$ cat config.mk
export PLATFORM = sky130hd
export DESIGN_NAME = dms_selector
export DESIGN_NICKNAME = d
export VERILOG_FILES = /design/src/hdl/dms_pkg.sv /design/src/hdl/dms_selector.sv /design/src/hdl/dms_sync.sv
export SDC_FILE = /design/constraint.sdc
export NUM_CORES = 1
export LEC_CHECK = 0
export BUFFER_PORTS_ARGS = -buffer_cell sky130_fd_sc_hd__clkbuf_2
export CAP_MARGIN = 10
export CORE_AREA = 2 2 309 311
export CTS_CLUSTER_DIAMETER = 150
export CTS_CLUSTER_SIZE = 25
export DETAILED_ROUTE_END_ITERATION = 7
export DIE_AREA = 0 0 311 313
export SYNTH_ARGS = -nofsm -noshare
export SYNTH_HDL_FRONTEND = slang
export SYNTH_SLANG_ARGS = --single-unit
export TNS_END_PERCENT = 100
$ cat constraint.sdc
create_clock -name sys_clk -period 6.7 [get_ports sys_clk]
set_clock_uncertainty 0.1 [all_clocks]
set_input_delay 0.67 -clock sys_clk [delete_from_list [all_inputs] [get_ports sys_clk]]
set_output_delay 0.67 -clock sys_clk [all_outputs]
set_load 0.1 [all_outputs]
$ cat src/hdl/dms_pkg.sv
package dms_pkg;
	// dual control mode chosen by configuration
	typedef enum logic [1:0] {
		PULSE_POSITION_TORQUE_DUAL_MODE,
		PRESET_POSITION_TORQUE_DUAL_MODE,
		VELOCITY_TORQUE_DUAL_MODE
	} dms_dual_e;

	// control mode that is running right now
	typedef enum logic [1:0] {
		DMS_MODE_TORQUE,
		DMS_MODE_POSITION,
		DMS_MODE_VELOCITY
	} dms_mode_e;

	// preset table sizes
	localparam int POS_PRESET_N = 16;
	localparam int POS_SEL_W = 4;
	localparam int SRC_PRESET_N = 3;
	localparam int SRC_SEL_W = 2;

	// source select code that means the analog input (or zero)
	localparam logic [SRC_SEL_W-1:0] SRC_SEL_ANALOG = 2'h0;

	// limit configuration: decimal digits, a digit of one enables
	localparam logic [15:0] LIM_DEC_BASE = 16'h000a;
	localparam logic [15:0] LIM_DIGIT_ON = 16'h0001;

	// synchroniser depth
	localparam int SYNC_STAGES = 2;
endpackage

$ cat src/hdl/dms_selector.sv
// Contract
// - preset/torque: position from 16-entry preset table
// - pulse/torque: position from external pulses
// - torque from analog or three torque presets
// - select off: torque mode, trigger ignored
// - entering preset position: hold until trigger
// - trigger edge latches selected preset entry
// - pulse position responds to pulses immediately
// - select off returns to torque at once
// - velocity from analog or three velocity presets
// - velocity/torque select on: torque mode
// - select off: velocity mode, follow at once
// - select on again: torque without delay
// - velocity always clamped to maximum limit
// - velocity limit: torque mode, presets or analog
// - velocity limit enabled when digit0 is one
// - torque limit: position/velocity, presets or analog
// - torque limit enabled when digit1 is one
// - both selects off: zero or analog torque
// - no mode input assigned: torque mode, or velocity mode in velocity/torque
// - velocity/torque: low velocity, high torque
module dms_selector
	import dms_pkg::*;
#(
	parameter int POS_W = 32,
	parameter int CMD_W = 16,
	parameter logic [CMD_W-1:0] TORQUE_FULL_SCALE = 16'h7fff
) (
	input wire logic sys_clk,
	input wire logic reset,
	input wire dms_dual_e dual_mode_sel,
	input wire logic zero_default_torque_mode,
	input wire logic mode_select_assigned,
	input wire logic velocity_select_assigned,
	input wire logic torque_select_assigned,
	input wire logic [15:0] limit_config,
	input wire logic position_torque_select_input,
	input wire logic velocity_torque_select_input,
	input wire logic torque_source_select_bit0,
	input wire logic torque_source_select_bit1,
	input wire logic [SRC_SEL_W-1:0] velocity_source_select,
	input wire logic [POS_SEL_W-1:0] position_select,
	input wire logic command_trigger,
	input wire logic pulse_step,
	input wire logic pulse_dir,
	input wire logic signed [POS_W-1:0] pos_preset [POS_PRESET_N],
	input wire logic signed [CMD_W-1:0] torque_preset [SRC_PRESET_N],
	input wire logic signed [CMD_W-1:0] velocity_preset [SRC_PRESET_N],
	input wire logic signed [CMD_W-1:0] analog_torque,
	input wire logic signed [CMD_W-1:0] analog_velocity,
	input wire logic [CMD_W-1:0] max_velocity_limit,
	output dms_mode_e mode_r,
	output logic motor_hold_r,
	output logic pos_valid_r,
	output logic signed [POS_W-1:0] pos_cmd_r,
	output logic signed [CMD_W-1:0] torque_cmd_r,
	output logic signed [CMD_W-1:0] vel_cmd_r,
	output logic [CMD_W-1:0] vel_limit_r,
	output logic vel_limit_on_r,
	output logic [CMD_W-1:0] torque_limit_r,
	output logic torque_limit_on_r
);
	localparam int SYNC_W = 2 * SRC_SEL_W + POS_SEL_W + 5;

	logic [SYNC_W-1:0] raw_bus;
	logic [SYNC_W-1:0] sync_bus;
	logic position_torque_select_input_s, velocity_torque_select_input_s, trig_s, step_s, dir_s;
	logic [SRC_SEL_W-1:0] tsel_s, vsel_s;
	logic [POS_SEL_W-1:0] psel_s;
	logic trig_d_r, step_d_r;
	logic trig_rise, step_rise;
	dms_mode_e mode_nxt;
	logic signed [POS_W-1:0] preset_pick;
	logic signed [CMD_W-1:0] torque_sel, vel_sel, vel_clamped;
	logic [CMD_W-1:0] tlim_src, vlim_src, vlim_sel;
	logic vlim_en, tlim_en;

	// magnitude of a signed command, saturating the most negative code
	function automatic logic [CMD_W-1:0] mag(input logic signed [CMD_W-1:0] v);
		logic [CMD_W-1:0] m;
		m = v[CMD_W-1] ? CMD_W'(-v) : CMD_W'(v);
		if (m[CMD_W-1])
			m = {1'b0, {(CMD_W-1){1'b1}}};
		return m;
	endfunction

	// all discrete inputs pass one synchroniser as a group
	assign raw_bus = {position_torque_select_input,
		velocity_torque_select_input, command_trigger, pulse_step, pulse_dir,
		torque_source_select_bit1, torque_source_select_bit0,
		velocity_source_select, position_select};

	dms_sync #(.W(SYNC_W)) u_sync (
		.sys_clk(sys_clk),
		.reset(reset),
		.d(raw_bus),
		.q(sync_bus)
	);

	assign {position_torque_select_input_s, velocity_torque_select_input_s, trig_s, step_s, dir_s, tsel_s, vsel_s,
		psel_s} = sync_bus;

	// edge detectors look only at synchronised levels
	always_ff @(posedge sys_clk) begin
		if (reset) begin
			trig_d_r <= 1'b0;
			step_d_r <= 1'b0;
		end else begin
			trig_d_r <= trig_s;
			step_d_r <= step_s;
		end
	end

	assign trig_rise = trig_s && !trig_d_r;
	assign step_rise = step_s && !step_d_r;

	// mode decode; an unassigned mode input gives torque mode, or velocity mode in velocity/torque
	always_comb begin
		mode_nxt = DMS_MODE_TORQUE;
		case (dual_mode_sel)
			PULSE_POSITION_TORQUE_DUAL_MODE,
			PRESET_POSITION_TORQUE_DUAL_MODE: begin
				if (mode_select_assigned && position_torque_select_input_s)
					mode_nxt = DMS_MODE_POSITION;
				else
					mode_nxt = DMS_MODE_TORQUE;
			end
			VELOCITY_TORQUE_DUAL_MODE: begin
				if (mode_select_assigned && velocity_torque_select_input_s)
					mode_nxt = DMS_MODE_TORQUE;
				else
					mode_nxt = DMS_MODE_VELOCITY;
			end
			default: mode_nxt = DMS_MODE_TORQUE;
		endcase
	end

	// mode switches take effect on the next edge, no extra delay
	always_ff @(posedge sys_clk) begin
		if (reset)
			mode_r <= DMS_MODE_TORQUE;
		else
			mode_r <= mode_nxt;
	end

	assign preset_pick = pos_preset[psel_s];

	// position command: preset latched on trigger, or pulse counter
	always_ff @(posedge sys_clk) begin
		if (reset) begin
			pos_cmd_r <= '0;
			pos_valid_r <= 1'b0;
		end else if (dual_mode_sel == PRESET_POSITION_TORQUE_DUAL_MODE) begin
			if (mode_nxt != DMS_MODE_POSITION) begin
				pos_valid_r <= 1'b0;
			end else if (mode_r != DMS_MODE_POSITION) begin
				pos_valid_r <= 1'b0;
			end else if (trig_rise) begin
				pos_cmd_r <= preset_pick;
				pos_valid_r <= 1'b1;
			end
		end else if (dual_mode_sel == PULSE_POSITION_TORQUE_DUAL_MODE) begin
			pos_valid_r <= (mode_nxt == DMS_MODE_POSITION);
			if (mode_r == DMS_MODE_POSITION && step_rise) begin
				if (dir_s)
					pos_cmd_r <= pos_cmd_r - POS_W'(1);
				else
					pos_cmd_r <= pos_cmd_r + POS_W'(1);
			end
		end else begin
			pos_valid_r <= 1'b0;
		end
	end

	// motor is held while the preset position is still undetermined
	always_ff @(posedge sys_clk) begin
		if (reset)
			motor_hold_r <= 1'b0;
		else if (dual_mode_sel == PRESET_POSITION_TORQUE_DUAL_MODE &&
			mode_nxt == DMS_MODE_POSITION)
			motor_hold_r <= !(mode_r == DMS_MODE_POSITION &&
				(trig_rise || pos_valid_r));
		else
			motor_hold_r <= 1'b0;
	end

	// torque source: code zero is analog, or zero torque when configured
	always_comb begin
		if (tsel_s == SRC_SEL_ANALOG)
			torque_sel = zero_default_torque_mode ? '0 : analog_torque;
		else
			torque_sel = torque_preset[tsel_s - 2'h1];
	end

	// velocity source: code zero is analog, others pick a preset
	always_comb begin
		if (vsel_s == SRC_SEL_ANALOG)
			vel_sel = analog_velocity;
		else
			vel_sel = velocity_preset[vsel_s - 2'h1];
	end

	// clamp to the maximum velocity, keeping the sign
	always_comb begin
		if (mag(vel_sel) > max_velocity_limit)
			vel_clamped = vel_sel[CMD_W-1] ? -$signed(max_velocity_limit)
				: $signed(max_velocity_limit);
		else
			vel_clamped = vel_sel;
	end

	// command outputs; inactive loops receive zero
	always_ff @(posedge sys_clk) begin
		if (reset) begin
			torque_cmd_r <= '0;
			vel_cmd_r <= '0;
		end else begin
			torque_cmd_r <= (mode_nxt == DMS_MODE_TORQUE) ? torque_sel : '0;
			vel_cmd_r <= (mode_nxt == DMS_MODE_VELOCITY) ? vel_clamped : '0;
		end
	end

	// limit enables come from the two low decimal digits of the config
	assign vlim_en = (limit_config % LIM_DEC_BASE) == LIM_DIGIT_ON;
	assign tlim_en = ((limit_config / LIM_DEC_BASE) % LIM_DEC_BASE)
		== LIM_DIGIT_ON;

	// without select inputs wired, the analog input is the limit source
	assign vlim_src = (!velocity_select_assigned || vsel_s == SRC_SEL_ANALOG)
		? mag(analog_velocity) : mag(vel_sel);
	assign tlim_src = (!torque_select_assigned || tsel_s == SRC_SEL_ANALOG)
		? mag(analog_torque) : mag(torque_preset[tsel_s - 2'h1]);
	assign vlim_sel = (vlim_src < max_velocity_limit) ? vlim_src
		: max_velocity_limit;

	// velocity limit in torque mode only, never above the maximum
	always_ff @(posedge sys_clk) begin
		if (reset) begin
			vel_limit_r <= '0;
			vel_limit_on_r <= 1'b0;
		end else if (vlim_en && mode_nxt == DMS_MODE_TORQUE) begin
			vel_limit_r <= vlim_sel;
			vel_limit_on_r <= 1'b1;
		end else begin
			vel_limit_r <= max_velocity_limit;
			vel_limit_on_r <= 1'b0;
		end
	end

	// torque limit in position and velocity modes only
	always_ff @(posedge sys_clk) begin
		if (reset) begin
			torque_limit_r <= TORQUE_FULL_SCALE;
			torque_limit_on_r <= 1'b0;
		end else if (tlim_en && mode_nxt != DMS_MODE_TORQUE) begin
			torque_limit_r <= tlim_src;
			torque_limit_on_r <= 1'b1;
		end else begin
			torque_limit_r <= TORQUE_FULL_SCALE;
			torque_limit_on_r <= 1'b0;
		end
	end
endmodule

$ cat src/hdl/dms_sync.sv
// two-flop synchroniser for a group of level inputs
module dms_sync #(
	parameter int W = 1
) (
	input wire logic sys_clk,
	input wire logic reset,
	input wire logic [W-1:0] d,
	output logic [W-1:0] q
);
	logic [W-1:0] meta_r;

	// first stage feeds only the second stage
	always_ff @(posedge sys_clk) begin
		if (reset) begin
			meta_r <= '0;
			q <= '0;
		end else begin
			meta_r <= d;
			q <= meta_r;
		end
	end
endmodule
==> results of run 1 <==
## sequential cells by signal (all words and copies together), names as in the netlist
signal and flops:
torque_limit_r 15, pos_cmd_r 32, u_sync.q 13, torque_cmd_r 16, step_d_r 1, u_sync.meta_r 13
pos_valid_r 1, trig_d_r 1, vel_cmd_r 16, vel_limit_on_r 1, vel_limit_r 16, mode_r 2
torque_limit_on_r 1, motor_hold_r 1
## layout make-up
type / count / area (um^2)
diodes: 23 / 57.56
inverters: 62 / 237.7
clock buffers: 17 / 425.4
repair buffers: 1004 / 5693
multi-input cells: 1561 / 13200
flip-flops and latches: 129 / 2592
well taps: 1265 / 1583
clock inverters: 15 / 160.2
fillers: 10420 / 70210
## cell usage after synthesis, types with 14 or more instances
master    count  area share (%)
xnor2_1      53             2.8
nand3_1      29            0.89
dfxtp_1     129              16
or3_1        33             1.3
nor3_1       38             1.2
nor4_1       14            0.54
inv_1        57             1.3
nand2_1     147             3.4
a311oi_1     20             1.1
mux2i_1      45             2.8
buf_1        17            0.39
a22oi_1      41             1.9
nor2_1      215             4.9
a31oi_1      29             1.1
a211oi_1     36             1.7
and3_1       15            0.57
mux2_2       17             1.2
nand2b_1     19            0.73
clkbuf_1     95             2.2
a21o_1       17            0.78
and2_1       18            0.69
ha_1         72             5.5
xor2_1       43             2.3
a21oi_1     123             3.8
o21ai_0      68             2.1
mux4_2      160              22
nor2b_1      57             2.2
## through the flow
stage                     utilization (%)  hold slack [ns]  instance area (um^2)  TNS (ns)
final                               25.43           0.3036                 23950         0
after global routing                25.41           0.2700                 23930   -0.4557
after CTS                           25.15           0.2528                 23680         0
after detailed placement            24.53           0.3286                 23090    -7.519
after global placement              24.53           0.3158                 23090    -5.743
after floorplan                         -           0.3138                 16390         0
## routing by layer
metal | track usage, % | up-vias
li1 | - | 9033
met1 | 25.17 | 9533
met2 | 31.49 | 1039
met3 | 9.329 | 161
met4 | 5.995 | 52
met5 | 1.112 | -
## placed cells by master, fill, tap and decap left out, drive strengths merged, types with 11 or more instances in the layout
master    n
nor3     38
nand3    30
or2      11
a21oi   127
xnor2    53
mux2     17
buf     213
mux2i    46
and3     16
mux4    160
dfxtp   129
a22oi    43
a311oi   20
nand2   148
or3      33
nand2b   19
a31oi    30
xor2     45
ha       72
inv      70
a21o     17
nor2b    57
o21ai    78
diode    23
a211oi   40
and2     19
nor4     15
o211ai   12
nor2    219
clkbuf  808
o31ai    13
## path summary, 6_finish.rpt
kind,end,depth (start not counted),slack (ns),startpoint
hold reg to reg,u_sync.q[9],1,0.34,u_sync.meta_r[9]
setup reg to reg,vel_cmd_r[8],20,0.62,u_sync.q[4]
setup / recovery,torque_limit_r[10],28,0.28,limit_config[11]
hold / removal,u_sync.meta_r[4],2,0.30,velocity_source_select[0]
## report_power, final
part / total [mW] / switching [mW] / leakage (nW) / internal, mW
registers: 0.822 / 0.0229 / 1.06 / 0.799
logic: 2.66 / 1.45 / 9.17 / 1.20
clock network: 0.973 / 0.474 / 0.286 / 0.499
## what timing repair did
item                       4_1_cts  5_1_grt
gates resized for setup          0       37
setup buffers                    0        3
setup endpoints to repair        0       31
## critical path, cell delays in order
cell and delay, ns:
clkbuf_2 0.11, buf_12 0.16, buf_4 0.13, xor2_2 0.15, o32ai_1 0.11, a311o_2 0.42, or3_4 0.40, buf_4 0.17
a22oi_4 0.17, nand4_2 0.16, buf_4 0.18, nor3_1 0.21, o21ai_2 0.12, o211a_1 0.16, buf_4 0.15, o2111a_2 0.28
a31o_4 0.23, or4_1 0.51, and4_1 0.23, a22oi_2 0.21, o311a_4 0.25, xnor2_2 0.12, ha_1 0.25, nor2_1 0.12
nand2_1 0.06, or3_1 0.30, and3_4 0.22, or3_1 0.38
## kinds of logic (layout without fill, tap and decap cells)
group / after synthesis / in the layout / share of synthesized area (%)
compound gates: 493 / 493 / 21.17
xor+xnor: 98 / 98 / 5.345
fa+ha+maj: 76 / 76 / 5.820
buf+inv: 197 / 1098 / 5.001
flops: 129 / 129 / 15.81
mux: 223 / 223 / 26.12
other cells: 1 / 24 / 0.02295
simple gates: 670 / 670 / 20.71
==> run metrics, run 1 <==
total track usage 20.36%; largest net degree at the start of global routing 77; maximum buffer depth of the clock tree 2; max cap viols 0; leakage power 10.51 nW; routed wl met2 46750 um; Layout area overhead 46.58%; Slew @ Worst Pin 1.166 ns; Seq/Total Area, Yosys 15.81%; Std-Cell Rows 113; first-pass GRT wire length 141500 um; detailed-route wire length per cell 25.35 um; worst min path class in2reg; Rel. slew slack 21.95%; Non-Filler Instances 4076; max-slew violation count 0; DRC viols 0; Placed Instances 4018; vias in the first global route 18670; wire length on met1 41460 um; final-report setup violation count 0; met3 routed WL 12480 um; critical path startpoint category input port; Final HPWL DP 89880 um; Clock Sinks 129; path type of the worst setup path in2reg; 1st-iter DRT viols 1879; asr flop ratio synth 0%; Chip Height 313 um; Yosys cell types 117; cell area after synthesis 16340 um^2; share of cells above drive strength 1 47.31%; total power 4.450 mW; initial antenna violation count 78; total iterations of the first detailed-routing run 6; Syn Area/Cell 8.658 um^2; fmax 0.1559 GHz; dpl ws -0.3082 ns; ys flop type dfxtp_1; status complete, no violations; H-Tree Depth 4; gpl congestion 0.9885; Final Hold Vio Count 0; synthesized flop and latch total 129; GRT Residual Overflow 0; required time of the critical path 6.95 ns; die area 97340 um^2; Syn Nets 2653; top layer reached by signal wires met5; Worst-path clk slew 0.08 ns; Die W 311 um; total core area 94160 um^2; WP data arrival 6.66 ns; synthesized instance count 1887; Worst-Skew Late Latency 0.48 ns; crit share post-route 95.75%; RSZ-0062 raised after global routing yes; port bufs 793; worst vdd ir 0.2019 mV; CTS Hold Bufs 0; Worst Setup End Kind flop; I/O Pins 795; final worst slack 0.2848 ns; minimum clock period 6.415 ns; CTS Buf Count 17; Nets 3541; final wirelength 103300 um; antenna-violating nets left 0; Vias/cell 4.862; Power Dens Cells 185.8 nW/um^2; CTS tree done; initial cell density of the core 17.35%; EDFF count, synth 0; Clock Tree Root clkbuf_16; Syn. warnings 0; crit-path max FO 26; vias post-DR 19820
(Power assumes the default switching activity.)
==> run 2, diff against run 1 <==
ABC_AREA = 1   (was unset)
==> run 2 against run 1 <==
Against the previous run: design area shrank 6.0%; first-iteration DRC count is 15% lower; clock power up 4%; combinational power increased to 5.6 times the previous value; via count grew 10%; register-to-register slack gained 0.22 ns; hold slack worse by 0.028 ns; clock-buffer cell count unchanged; sequential power is 8.5% higher; non-clock buffer count is 107 lower; flip-flop and latch count did not move; synthesized area decreased by 5.7%; critical endpoint is now torque_limit_r[4].
==> run metrics, run 2 <==
status complete, no violations (unchanged); most frequent cells in the layout clkbuf_2, o21ai_0, nor2_1, nand2_1, inv_1 (was clkbuf_2, nor2_1, buf_4, mux4_2, nand2_1); CP most frequent cell nand2_2 (was buf_4); vias post-DR 21830 (was 19820); Die W 311 um (unchanged); EDFF count, synth 0 (unchanged); Chip Height 313 um (unchanged); commonest non-fill, non-tap cell in the layout clkbuf_2 (unchanged); post-route cell area 22510 um^2 (was 23950 um^2); max reg flops 32 (unchanged); Setup TNS Final 0 ns (unchanged); GRT Residual Overflow 0 (unchanged); synthesized flop and latch total 129 (unchanged); DRC viols 0 (unchanged); CTS Buf Count 17 (unchanged); ys flop type dfxtp_1 (unchanged); final-report setup violation count 0 (unchanged); share of cells above drive strength 1 34.99% (was 47.31%); asr flop ratio synth 0% (unchanged); synthesized instance count 2589 (was 1887); required time of the critical path 6.95 ns (about the same); Reg with most FFs pos_cmd_r (unchanged); minimum clock period 6.302 ns (was 6.415 ns); total track usage 20.20% (was 20.36%); Vias/cell 4.684 (was 4.862); Sequential Area 2595 um^2 (was 2592 um^2); worst min path class in2reg (unchanged); largest net degree at the start of global routing 146 (was 77); critical path startpoint category input port (unchanged); max-slew violation count 0 (unchanged); total core area 94160 um^2 (unchanged); gpl congestion 0.9741 (was 0.9885); port bufs 793 (unchanged); Worst-path clk slew 0.08 ns (about the same); detailed-route wire length per cell 22.37 um (was 25.35 um); switching power 9.740 mW (was 1.952 mW); Flop pwr share 5.3% (was 18.5%); initial cell density of the core 16.36% (was 17.35%); antenna-violating nets left 0 (unchanged); 1st-iter DRT viols 1593 (was 1879); delay-heaviest family, CP simple AND/OR/NAND/NOR gates (unchanged); post-layout util 23.90% (was 25.43%); Placement Cell Area 20990 um^2 (was 23090 um^2); vias in the first global route 21010 (was 18670); H-Tree Depth 4 (unchanged); path type of the worst setup path in2reg (unchanged); worst vdd ir 2.668 mV (was 0.2019 mV); Final Hold Vio Count 0 (unchanged); crit path max-delay cell type xor2_2 (was or4_1); Yosys top cell area share 16.76% (was 22.06%); final worst slack 0.3980 ns (was 0.2848 ns); Syn Area/Cell 5.951 um^2 (was 8.658 um^2); Rel. slew slack 26.85% (was 21.95%); fmax 0.1587 GHz (was 0.1559 GHz); Non-Filler Instances 4661 (was 4076); WP data arrival 6.55 ns (was 6.66 ns); first-pass GRT wire length 144700 um (was 141500 um); Yosys cell types 56 (was 117); leakage power 10.97 nW (was 10.51 nW); P_int 7.183 mW (was 2.498 mW); area leader, netlist dfxtp_1 (was mux4_2); slowest stage delay, CP 0.21 ns (was 0.51 ns); initial antenna violation count 63 (was 78); Worst Setup End Kind flop (unchanged); max cap viols 0 (unchanged); die area 97340 um^2 (unchanged); Final HPWL DP 85290 um (was 89880 um); switching portion of total power 57.56% (was 43.86%); Nets 4111 (was 3541); final wirelength 104200 um (was 103300 um); Placed Instances 4560 (was 4018); Clock Sinks 129 (unchanged); Comb pwr share 88.7% (was 59.7%); top cells by area, synth dfxtp_1, o21ai_0, nor2_1 (was mux4_2, dfxtp_1, ha_1); Syn. warnings 0 (unchanged); Syn Nets 3355 (was 2653); cell area after synthesis 15410 um^2 (was 16340 um^2); Std-Cell Rows 113 (unchanged); I/O Pins 795 (unchanged); Seq/Total Area, Yosys 16.76% (was 15.81%); Clock Tree Root clkbuf_16 (unchanged); Layout area overhead 46.10% (was 46.58%); crit-path max FO 8 (was 26); Slew @ Worst Pin 1.097 ns (was 1.166 ns); Power Dens Cells 751.9 nW/um^2 (was 185.8 nW/um^2); dpl ws -0.2409 ns (was -0.3082 ns); CTS tree done (unchanged); crit share post-route 94.06% (was 95.75%); Buf/Inv on CP 13 (was 6); maximum buffer depth of the clock tree 2 (unchanged); Clock power frac 6.0% (was 21.9%); area of the multi-input gates 11790 um^2 (was 13200 um^2); top-count cell post-synth o21ai_0 (was nor2_1); CTS Hold Bufs 0 (unchanged); Fill cells 10830 (was 10420); commonest cells in the synthesized netlist o21ai_0, nor2_1, nand2_1, inv_1, a21oi_1 (was nor2_1, mux4_2, nand2_1, dfxtp_1, a21oi_1); Worst-Skew Late Latency 0.47 ns (was 0.48 ns); total iterations of the first detailed-routing run 5 (was 6)
-- run 2: per-layer routing --
layer  vias up  global-route usage, %  share of wire, %
li1      10510                      -                 -
met2       982                  36.46                51
met4        10                  11.91               6.1
met3       207                  4.625               6.5
met5         -                      0             0.066
met1     10130                  21.50                36
-- run 2: worst register-to-register path, delay by kind of cell, from the launching register on --
family | cells | cell delay [ns]
DFF | 1 | 0.77
adders and majority gates | 1 | 0.42
AOI/OAI and AO/OA | 13 | 3.08
buffers and inverters | 3 | 0.28
xor gates and xnor gates | 1 | 0.17
and+or+nand+nor | 11 | 0.98
-- run 2: power by group through the flow --
stage               Combinational, mW  Clock, mW  Sequential [mW]
finish                           15.0       1.01            0.892
global route                     16.3       1.07            0.897
CTS                              12.9       1.06            0.894
detailed placement               12.8          0            0.908
global placement                 12.6          0            0.913
floorplan                        7.92          0             1.34
-- run 2: cells by family (layout without fill, tap and decap cells) --
logic type / count (synthesis) / after routing / share of synthesized area (%)
AO/OA/AOI/OAI: 904 / 904 / 33.66
buffers and inverters: 407 / 1176 / 10.05
adder cells (fa/ha/maj): 73 / 73 / 5.977
AND/OR/NAND/NOR: 1004 / 1004 / 29.49
flip-flops: 129 / 129 / 16.76
XOR/XNOR: 71 / 71 / 4.036
other: 1 / 39 / 0.02434
-- run 2: layout make-up --
cell class	instances	share of cell area (%)
multi-input combinational	2053	52.38
inverter	247	4.241
antenna	38	0.4225
clock buffer	17	1.890
clock inverter	15	0.8227
timing repair buffer	897	21.68
sequential	129	11.53
tap	1265	7.032
-- run 2: through the flow --
step	hold WS, ns	power (mW)
5_1_grt	0.2452	18.31
3_5_place_dp	0.2876	13.73
4_1_cts	0.2194	14.81
2_1_floorplan	0.2883	9.262
6_report	0.2760	16.92
3_3_place_gp	0.2800	13.51
-- run 2: what timing repair did --
| action | CTS | global route |
|---|---|---|
| setup buffers | 0 | 29 |
| resized for setup | 0 | 146 |
| setup endpoints to repair | 0 | 32 |
-- run 2: worst paths after layout --
| path | endpoint | slack [ns] | start | depth (start not counted) |
|---|---|---|---|---|
| setup reg to reg | pos_cmd_r[30] | 0.84 | u_sync.q[8] | 29 |
| setup / recovery | torque_limit_r[4] | 0.40 | limit_config[14] | 67 |
| hold / removal | u_sync.meta_r[10] | 0.28 | command_trigger | 3 |
| hold reg to reg | u_sync.q[1] | 0.30 | u_sync.meta_r[1] | 2 |
==> run 3, diff against run 2 <==
CTS_CLUSTER_SIZE = 12   (was 25)
clock period = 8.1 ns   (was 6.7 ns; I/O delays follow)
==> run 3 against run 2 <==
Against the previous run: design area down 5.7%; wire length is 0.70% lower; critical endpoint is now torque_limit_r[13]; combinational power down 47%; via count decreased by 1.8%.
==> run metrics, run 3 (synthesis results as in run 2) <==
delay-heaviest family, CP simple AND/OR/NAND/NOR gates (unchanged); CTS Buf Count 17 (unchanged); I/O Pins 795 (unchanged); status complete, no violations (unchanged); post-route cell area 21230 um^2 (was 22510 um^2); Power Dens Cells 445.6 nW/um^2 (was 751.9 nW/um^2); initial antenna violation count 70 (was 63); RSZ-0062 raised after global routing no; switching portion of total power 62.76% (was 57.56%); Clock Tree Root clkbuf_16 (unchanged); Nets 4032 (was 4111); critical path startpoint category input port (unchanged); dpl ws 0.3582 ns (was -0.2409 ns); port bufs 793 (unchanged); total iterations of the first detailed-routing run 8 (was 5); initial cell density of the core 16.36% (unchanged); vias post-DR 21450 (was 21830); vias in the first global route 20640 (was 21010); CTS tree done (unchanged); max-slew violation count 0 (unchanged); worst vdd ir 0.9759 mV (was 2.668 mV); slowest stage delay, CP 0.35 ns (was 0.21 ns); WP data arrival 7.48 ns (was 6.55 ns); total track usage 20.35% (was 20.20%); CP most frequent cell nand2_2 (unchanged); crit share post-route 89.69%; CTS Hold Bufs 0 (unchanged); final worst slack 0.8355 ns (was 0.3980 ns); switching power 5.939 mW (was 9.740 mW); worst min path class reg2reg (was in2reg); P_int 3.524 mW (was 7.183 mW); crit path max-delay cell type nor2_4 (was xor2_2); share of cells above drive strength 1 30.83% (was 34.99%); Flop pwr share 7.7% (was 5.3%); Std-Cell Rows 113 (unchanged); Layout area overhead 37.83% (was 46.10%); Die W 311 um (unchanged); die area 97340 um^2 (unchanged); Non-Filler Instances 4584 (was 4661); required time of the critical path 8.32 ns (was 6.95 ns); max reg flops 32 (unchanged); 1st-iter DRT viols 1662 (was 1593); Clock Sinks 129 (unchanged); total core area 94160 um^2 (unchanged); min-delay src u_sync.meta_r[2] (was command_trigger); H-Tree Depth 4 (unchanged); antenna-violating nets left 0 (unchanged); most frequent cells in the layout clkbuf_2, o21ai_0, nor2_1, nand2_1, inv_1 (unchanged); Clock power frac 8.4% (was 6.0%); Reg with most FFs pos_cmd_r (unchanged); Worst-Skew Late Latency 0.49 ns (was 0.47 ns); Chip Height 313 um (unchanged); first-pass GRT wire length 144600 um (was 144700 um); Vias/cell 4.679 (was 4.684); r2r startpoint u_sync.q[4] (was u_sync.q[8]); hold_ws 0.2958 ns (was 0.2760 ns); detailed-route wire length per cell 22.58 um (was 22.37 um); origin of the worst setup path limit_config[14] (unchanged); post_cts resized 0 (unchanged); final-report setup violation count 0 (unchanged); Final Hold Vio Count 0 (unchanged); fmax 0.1377 GHz; DRC viols 0 (unchanged); post-CTS setup buffers 0 (unchanged); largest net degree at the start of global routing 174 (was 146); minimum clock period 7.265 ns; Placed Instances 4512 (was 4560); Buf/Inv on CP 5 (was 13); Worst-path clk slew 0.06 ns (was 0.08 ns); Worst Setup End Kind flop (unchanged); crit-path max FO 16 (was 8); Final HPWL DP 86260 um (was 85290 um); GRT Residual Overflow 0 (unchanged); maximum buffer depth of the clock tree 2 (unchanged); max cap viols 0 (unchanged); Setup TNS Final 0 ns (unchanged); Comb pwr share 83.9% (was 88.7%); commonest non-fill, non-tap cell in the layout clkbuf_2 (unchanged); Fill cells 10930 (was 10830); gpl congestion 0.9862 (was 0.9741); Placement Cell Area 20570 um^2 (was 20990 um^2); Rel. slew slack 25.21% (was 26.85%); leakage power 10.40 nW (was 10.97 nW); path type of the worst setup path in2reg (unchanged); final wirelength 103500 um (was 104200 um); Slew @ Worst Pin 1.118 ns (was 1.097 ns)
## run 3: final cells by class
class	instances	area, um^2	area share, %
sequential	129	2595	12.22
clock buffer	19	452.9	2.133
antenna	40	100.1	0.4714
multi-input combinational	2053	11290	53.15
inverter	247	937.1	4.413
tap	1265	1583	7.454
timing repair buffer	818	4169	19.63
clock inverter	13	111.4	0.5244
## run 3: worst reg2reg max path: cells and delay by family (launching register included)
kind | cells | cell delay, ns
and+or+nand+nor | 7 | 2.16
AOI/OAI and AO/OA | 12 | 1.76
adders and majority gates | 2 | 0.57
DFF | 1 | 0.31
buffers and inverters | 8 | 1.37
## run 3: stage by stage
| stage | util (%) | total power, mW |
|---|---|---|
| CTS | 22.44 | 9.543 |
| floorplan | - | 7.772 |
| global route | 22.53 | 10.55 |
| detailed placement | 21.84 | 8.700 |
| finish | 22.55 | 9.462 |
| global placement | 21.84 | 8.564 |
## run 3: routing by layer
layer / vias up / global-route usage (%) / wire (um)
met3: 226 / 4.380 / 6574
met4: 12 / 13.07 / 6246
met5: - / 0 / 81
met2: 953 / 36.15 / 52100
met1: 9909 / 21.90 / 38510
li1: 10350 / - / -
## run 3: worst paths after layout
kind | to | slack, ns | cells after the start
max | torque_limit_r[13] | 0.84 | 60
min | u_sync.q[2] | 0.30 | 2
max reg2reg | vel_limit_r[8] | 1.69 | 29
min reg2reg | u_sync.q[2] | 0.30 | 2
## run 3: power by group through the flow
stage               Sequential, mW  Combinational [mW]  Clock, mW
global placement             0.745                7.82          0
finish                       0.728                7.94      0.795
floorplan                     1.11                6.66          0
global route                 0.732                8.98      0.839
CTS                          0.729                7.99      0.826
detailed placement           0.741                7.96          0
